==> src/sacs_pkg.sv <==
package sacs_pkg;

    // ==========================================================
    // Result word
    localparam int RES_BITS = 10;
    localparam logic [9:0] RESULT_RESET = 10'h000;
    localparam logic [9:0] MSB_INIT = 10'h200;
    localparam logic [3:0] MSB_IDX = 4'h9;
    localparam logic [3:0] LSB_IDX = 4'h0;
    localparam logic [3:0] IDX_STEP = 4'h1;

    // ==========================================================
    // System clock
    localparam int CLK_HZ = 20_000_000;
    localparam int CLK_PERIOD_NS = 50;

    // ==========================================================
    // Conversion timing
    localparam int SETTLE_NS = 2000;
    localparam int GUARD_NS = 200;
    localparam int CONV_CLK_MAX_HZ = 550_000;
    localparam int PERIODS_PER_CONV = 11;

    // Least times round up to whole cycles
    localparam int START_CYC = (SETTLE_NS + CLK_PERIOD_NS - 1) / CLK_PERIOD_NS;
    localparam int GUARD_CYC = (GUARD_NS + CLK_PERIOD_NS - 1) / CLK_PERIOD_NS;
    localparam int CONV_PERIOD_CYC = (CLK_HZ + CONV_CLK_MAX_HZ - 1) / CONV_CLK_MAX_HZ;
    localparam int LOW_CYC = (CONV_PERIOD_CYC + 1) / 2;
    localparam int HIGH_CYC = CONV_PERIOD_CYC - LOW_CYC;

    // Counter loads, one less than the cycle count
    localparam logic [5:0] START_CNT = 6'(START_CYC - 1);
    localparam logic [5:0] GUARD_CNT = 6'(GUARD_CYC - 1);
    localparam logic [5:0] LOW_CNT = 6'(LOW_CYC - 1);
    localparam logic [5:0] HIGH_CNT = 6'(HIGH_CYC - 1);
    localparam logic [5:0] CNT_ZERO = 6'h00;
    localparam logic [5:0] CNT_STEP = 6'h01;
    localparam logic [3:0] PERIODS_LAST = 4'(PERIODS_PER_CONV);
    localparam logic [3:0] PERIOD_FIRST = 4'h1;
    localparam logic [3:0] PERIOD_STEP = 4'h1;

endpackage

==> src/sacs_link_if.sv <==
`timescale 1ns/1ps
interface sacs_link_if;
    // Host to device
    logic start;
    logic conv_clk;
    // Device to host
    logic ser_data;
    logic strobe;
    logic status;
    logic [9:0] data;

    modport dev (
        input start,
        input conv_clk,
        output ser_data,
        output strobe,
        output status,
        output data
    );

    modport host (
        output start,
        output conv_clk,
        input ser_data,
        input strobe,
        input status,
        input data
    );
endinterface

==> src/sacs_host.sv <==
`timescale 1ns/1ps
module sacs_host (
    // System
    input wire logic CLK,
    input wire logic SYS_RST,
    input wire logic CE,
    // User request and results
    input wire logic CONVERT,
    output logic BUSY,
    output logic DONE,
    output logic [9:0] WORD,
    output logic [9:0] SERIAL_WORD,
    // Link to device
    sacs_link_if.host LINK
);

    // ==========================================================
    // Types
    typedef enum logic [2:0] {
        H_IDLE = 3'b000,
        H_START = 3'b001,
        H_GUARD = 3'b010,
        H_LOW = 3'b011,
        H_HIGH = 3'b100,
        H_WAIT = 3'b101
    } sacs_host_state_t;

    // ==========================================================
    // Input synchronisers
    // Bit order: status, strobe, serial data, then parallel word
    logic [12:0] in_meta_r;
    logic [12:0] in_sync_r;
    logic [12:0] in_meta_nxt;
    logic [12:0] in_sync_nxt;
    logic strobe_prev_r;
    logic strobe_prev_nxt;
    logic status_s;
    logic strobe_s;
    logic ser_s;
    logic [9:0] data_s;

    always_comb begin
        in_meta_nxt = {LINK.status, LINK.strobe, LINK.ser_data, LINK.data};
        in_sync_nxt = in_meta_r;
        strobe_prev_nxt = in_sync_r[11];
    end

    always_ff @(posedge CLK) begin
        if (SYS_RST) begin
            in_meta_r <= 13'h0000;
            in_sync_r <= 13'h0000;
            strobe_prev_r <= 1'b0;
        end else if (CE) begin
            in_meta_r <= in_meta_nxt;
            in_sync_r <= in_sync_nxt;
            strobe_prev_r <= strobe_prev_nxt;
        end
    end

    assign status_s = in_sync_r[12];
    assign strobe_s = in_sync_r[11];
    assign ser_s = in_sync_r[10];
    assign data_s = in_sync_r[9:0];

    // ==========================================================
    // Start and conversion clock sequencer
    sacs_host_state_t state_r;
    sacs_host_state_t state_nxt;
    logic [5:0] cnt_r;
    logic [5:0] cnt_nxt;
    logic [3:0] per_r;
    logic [3:0] per_nxt;
    logic start_r;
    logic start_nxt;
    logic cclk_r;
    logic cclk_nxt;
    logic done_r;
    logic done_nxt;
    logic [9:0] word_r;
    logic [9:0] word_nxt;
    logic [9:0] sword_r;
    logic [9:0] sword_nxt;
    logic cnt_end;

    assign cnt_end = (cnt_r == sacs_pkg::CNT_ZERO);

    always_comb begin
        state_nxt = state_r;
        cnt_nxt = cnt_end ? cnt_r : cnt_r - sacs_pkg::CNT_STEP;
        per_nxt = per_r;
        start_nxt = start_r;
        cclk_nxt = cclk_r;
        done_nxt = 1'b0;
        word_nxt = word_r;
        sword_nxt = sword_r;
        // Receiver samples at the strobe rising edge
        if (strobe_s && !strobe_prev_r) begin
            sword_nxt = {sword_r[8:0], ser_s};
        end
        unique case (state_r)
            H_IDLE: begin
                if (CONVERT) begin
                    // Clock held high so no falling edge nears the start pulse
                    state_nxt = H_START;
                    start_nxt = 1'b1;
                    cnt_nxt = sacs_pkg::START_CNT;
                    sword_nxt = 10'h000;
                end
            end
            H_START: begin
                if (cnt_end) begin
                    state_nxt = H_GUARD;
                    start_nxt = 1'b0;
                    cnt_nxt = sacs_pkg::GUARD_CNT;
                end
            end
            H_GUARD: begin
                if (cnt_end) begin
                    state_nxt = H_LOW;
                    cclk_nxt = 1'b0;
                    cnt_nxt = sacs_pkg::LOW_CNT;
                    per_nxt = sacs_pkg::PERIOD_FIRST;
                end
            end
            H_LOW: begin
                if (cnt_end) begin
                    state_nxt = H_HIGH;
                    cclk_nxt = 1'b1;
                    cnt_nxt = sacs_pkg::HIGH_CNT;
                end
            end
            H_HIGH: begin
                if (cnt_end) begin
                    if (per_r == sacs_pkg::PERIODS_LAST) begin
                        state_nxt = H_WAIT;
                    end else begin
                        state_nxt = H_LOW;
                        cclk_nxt = 1'b0;
                        cnt_nxt = sacs_pkg::LOW_CNT;
                        per_nxt = per_r + sacs_pkg::PERIOD_STEP;
                    end
                end
            end
            H_WAIT: begin
                if (status_s) begin
                    state_nxt = H_IDLE;
                    word_nxt = data_s;
                    done_nxt = 1'b1;
                end
            end
            default: begin
                state_nxt = H_IDLE;
                start_nxt = 1'b0;
                cclk_nxt = 1'b1;
            end
        endcase
    end

    always_ff @(posedge CLK) begin
        if (SYS_RST) begin
            state_r <= H_IDLE;
            cnt_r <= sacs_pkg::CNT_ZERO;
            per_r <= sacs_pkg::PERIOD_FIRST;
            start_r <= 1'b0;
            cclk_r <= 1'b1;
            done_r <= 1'b0;
            word_r <= sacs_pkg::RESULT_RESET;
            sword_r <= sacs_pkg::RESULT_RESET;
        end else if (CE) begin
            state_r <= state_nxt;
            cnt_r <= cnt_nxt;
            per_r <= per_nxt;
            start_r <= start_nxt;
            cclk_r <= cclk_nxt;
            done_r <= done_nxt;
            word_r <= word_nxt;
            sword_r <= sword_nxt;
        end
    end

    // ==========================================================
    // Outputs
    assign LINK.start = start_r;
    assign LINK.conv_clk = cclk_r;
    assign BUSY = (state_r != H_IDLE);
    assign DONE = done_r;
    assign WORD = word_r;
    assign SERIAL_WORD = sword_r;

endmodule

==> src/flat_wrapper.sv <==
// flat-port wrapper written by rule: the top's interface ports become plain ports
module sacs_host_flat 
  (CLK, SYS_RST, CE, CONVERT, BUSY, DONE, WORD, SERIAL_WORD, LINK_start, LINK_conv_clk, LINK_ser_data, LINK_strobe, LINK_status, LINK_data);
  sacs_link_if LINK_i ();
  input wire logic CLK;
  input wire logic SYS_RST;
  input wire logic CE;
  input wire logic CONVERT;
  output logic BUSY;
  output logic DONE;
  output logic [9:0] WORD;
  output logic [9:0] SERIAL_WORD;
  output wire logic [$bits(LINK_i.start)-1:0] LINK_start;
  output wire logic [$bits(LINK_i.conv_clk)-1:0] LINK_conv_clk;
  input wire logic [$bits(LINK_i.ser_data)-1:0] LINK_ser_data;
  input wire logic [$bits(LINK_i.strobe)-1:0] LINK_strobe;
  input wire logic [$bits(LINK_i.status)-1:0] LINK_status;
  input wire logic [$bits(LINK_i.data)-1:0] LINK_data;
  assign LINK_start = LINK_i.start;
  assign LINK_conv_clk = LINK_i.conv_clk;
  assign LINK_i.ser_data = LINK_ser_data;
  assign LINK_i.strobe = LINK_strobe;
  assign LINK_i.status = LINK_status;
  assign LINK_i.data = LINK_data;
  sacs_host u_core (.CLK(CLK), .SYS_RST(SYS_RST), .CE(CE), .CONVERT(CONVERT), .BUSY(BUSY), .DONE(DONE), .WORD(WORD), .SERIAL_WORD(SERIAL_WORD), .LINK(LINK_i));
endmodule
==> config.mk <==
export PLATFORM = sky130hd
export DESIGN_NAME = sacs_host_flat
export DESIGN_NICKNAME = d
export VERILOG_FILES = /design/src/sacs_pkg.sv /design/src/sacs_link_if.sv /design/src/sacs_host.sv /design/src/flat_wrapper.sv
export SDC_FILE = /design/constraint.sdc
export NUM_CORES = 1
export LEC_CHECK = 0
export BUFFER_PORTS_ARGS = -buffer_cell sky130_fd_sc_hd__buf_4
export CAP_MARGIN = 20
export CELL_PAD_IN_SITES_DETAIL_PLACEMENT = 0
export CELL_PAD_IN_SITES_GLOBAL_PLACEMENT = 1
export CORE_AREA = 3 3 98 91
export CTS_BUF_LIST = sky130_fd_sc_hd__clkbuf_16
export DETAILED_ROUTE_END_ITERATION = 6
export DIE_AREA = 0 0 101 94
export GPL_TIMING_DRIVEN = 0
export PLACE_DENSITY_LB_ADDON = 0.1
export SYNTH_ARGS = -nofsm -noshare
export SYNTH_HDL_FRONTEND = slang
export SYNTH_SLANG_ARGS = --single-unit
==> constraint.sdc <==
create_clock -name CLK -period 2.3 [get_ports CLK]
set_clock_uncertainty 0.05 [all_clocks]
set_input_delay 0.46 -clock CLK [delete_from_list [all_inputs] [get_ports CLK]]
set_output_delay 0.46 -clock CLK [all_outputs]
set_load 0.005 [all_outputs]
==> results_dict.tcl <==
set metrics [dict create \
    status "finished, final reports clean" \
    synth_edf_count 0 \
    fillers 801 \
    p_comb_frac 0.118 \
    layout.cells.non_filler 460 \
    seq_area_frac_synth 0.458 \
    cts-root-buf "clkbuf_16" \
    overflow 0 \
    wl_mm 6.96 \
    fin_hold_ws_ns 0.319 \
    drt_iter0_drc 92 \
    syn_inst 300 \
    slew_headroom 0.452 \
    drc 0 \
    clkLatencyLatePin_ns 0.32 \
    routabilityCongestion 0.807 \
    hp-class "in2reg" \
    multiInputGateArea_um2 1420 \
    final_cell_mix "dfxtp_1, nor2_1, mux2i_1" \
    p_seq_frac 0.392 \
    port_buffers 39 \
    io_pins 41 \
    fp-row-count 31 \
    endpoint_kind "flip-flop" \
    period_share 0.961 \
    vias 2351 \
    required_ns 2.48 \
    grt_first_pass_wirelength_mm 11.5 \
    n_antenna_cell 0 \
    rsz0062_at_grt "yes" \
    die-area_um2 9490 \
    hpwl_mm 4.68 \
    synth-seq-cells 63 \
    cts_made_buffers 9 \
    die_h_um 94 \
    synth_nets 321 \
    grt_max_degree 13 \
    p_clk_frac 0.491 \
    p_sw_frac 0.246 \
    grt_pass1_vias 2289 \
    dp.cells 438 \
    die_width_um 101 \
    hold_buffers 0 \
    arrival_ns 2.39 \
    ys_async_sr_fraction 0 \
    wire_per_inst_um 15.1 \
    hold_violations 0 \
    cts_tree "done" \
    finalSetupViolations 0 \
    cts.clk_slew.worst_paths_ns 0.06 \
    via_per_inst 5.11 \
    min_period_ns 2.21 \
    crit_fanout 4 \
    start_util 0.345 \
    power.net_switching_mw 0.729 \
    avgSynthCellArea_um2 9.18 \
    critPathKind "reg2reg" \
    synth_cell_type_count 43 \
    drv_cap 0 \
    finalPower_mw 2.97 \
    seqCellArea_um2 1270 \
    yosys_most_used_dff "dfxtp_1" \
    max_freq_mhz 452 \
    internal_power_mw 2.24 \
    cts_sinks 63 \
    antenna_found_initial 0 \
    syn_area_um2 2760 \
    slew_violations 0 \
    htreeDepth 3 \
    drt_first_pass_iters 4 \
    ant_nets 0 \
    final_nets 377 \
    synth_warnings 0 \
    worst_setup_path_start_kind "flip-flop" \
    worst_pin_slew_ns 0.822 \
    p_leak_nw 1.62 \
    drive_above_1_share 0.244 \
    grt_usage 0.155 \
    layout_commonest_cell "dfxtp_1" \
    core_area_um2 7990 \
    powerDensity_nw_per_um2 823 \
    peakVddDrop_uv 464 \
    cts_max_path_buffers 2 \
    area_growth_pct 30.9 \
]
Yosys cell counts, types with 3 or more instances:
cell | n | area, um^2
clkbuf_1 | 18 | 67.6
nand2_1 | 13 | 48.8
ha_1 | 4 | 50.1
nand4_1 | 3 | 18.8
o21ai_0 | 9 | 45.0
nor2_1 | 55 | 206
o31ai_1 | 3 | 22.5
nand3_1 | 4 | 20.0
or4_1 | 5 | 37.5
nand3b_1 | 4 | 30.0
dfxtp_1 | 63 | 1260
nor3_1 | 3 | 15.0
nand2b_1 | 4 | 25.0
a211oi_1 | 3 | 22.5
a21oi_1 | 13 | 65.1
nor4_1 | 3 | 18.8
inv_1 | 9 | 33.8
nor2b_1 | 3 | 18.8
mux2i_1 | 50 | 500
critical path: stages, from the launching register on:
cell,delay [ns]
dfxtp_2,0.33
inv_4,0.06
ha_4,0.13
or4b_4,0.52
nor2_4,0.15
inv_4,0.06
ha_1,0.20
nand2b_1,0.15
a21oi_2,0.13
a311oi_1,0.05
a221oi_1,0.27
stage by stage:
stage | util | worst slack, ns | TNS (ns) | cell area, um^2
6_report | 0.451 | 0.0891 | 0 | 3610
3_3_place_gp | 0.399 | -0.291 | -0.632 | 3190
4_1_cts | 0.451 | -0.0476 | -0.125 | 3610
3_5_place_dp | 0.399 | -0.265 | -0.635 | 3190
2_1_floorplan | - | -0.0465 | -0.0465 | 2770
5_1_grt | 0.451 | -0.0367 | -0.0367 | 3610
power groups by stage:
stage | sequential [mW] | clock (mW) | combinational [mW]
global route | 1.17 | 1.54 | 0.390
global placement | 1.18 | 0 | 0.305
CTS | 1.16 | 1.49 | 0.345
detailed placement | 1.18 | 0 | 0.304
floorplan | 1.17 | 0 | 0.213
finish | 1.16 | 1.46 | 0.349
worst paths after layout:
check / end / from / depth (start not counted) / slack, ns
worst min-delay path: u_core.in_meta_r[3] / LINK_data[3] / 3 / 0.32
worst max-delay path: u_core.cnt_r[0] / u_core.cnt_r[0] / 10 / 0.09
worst min register to register: u_core.DONE / u_core.DONE / 2 / 0.42
worst max register to register: u_core.cnt_r[0] / u_core.cnt_r[0] / 10 / 0.09
cells by family after synthesis:
kind of cell | Yosys count | synth area share
AND/OR/NAND/NOR | 108 | 0.193
multiplexers | 50 | 0.182
buffers and inverters | 31 | 0.0431
adder cells (fa/ha/maj) | 4 | 0.0182
AO/OA/AOI/OAI | 43 | 0.104
flip-flops | 63 | 0.458
XOR/XNOR | 1 | 0.00318
metal layers:
layer  track usage  share of wire  vias up  wire, um
li1              -              -     1169         -
met1         0.215           0.48     1117      3370
met2         0.235           0.44       58      3100
met3        0.0445          0.061        7       423
met4        0.0421         0.0099        0        69
met5             0              0        -         0
flip-flops by register name, summed over array words and instances (netlist names):
name and count:
u_core.state_r 3, u_core.in_sync_r 13, u_core.LINK.conv_clk 1, u_core.cnt_r 6
u_core.SERIAL_WORD 10, u_core.DONE 1, u_core.WORD 10, u_core.strobe_prev_r 1
u_core.per_r 4, u_core.LINK.start 1, u_core.in_meta_r 13
layout make-up:
| cell class | instances | share of cell area |
|---|---|---|
| multi-input cells | 206 | 0.393 |
| flip-flops and latches | 63 | 0.351 |
| repair buffers | 48 | 0.0999 |
| clock buffers | 9 | 0.0624 |
| well taps | 99 | 0.0343 |
| clock inverters | 7 | 0.0267 |
| plain buffers | 18 | 0.0198 |
| inverters | 10 | 0.0125 |
repair_timing:
| item | CTS | global route |
|---|---|---|
| cloned | 0 | 0 |
| buffers inserted | 8 | 1 |
| endpoints found under the hold margin | 0 | 0 |
| pin swaps | 4 | 3 |
| gates resized for setup | 13 | 10 |
| endpoints found under the setup margin | 5 | 16 |
(Power assumes the default switching activity.)
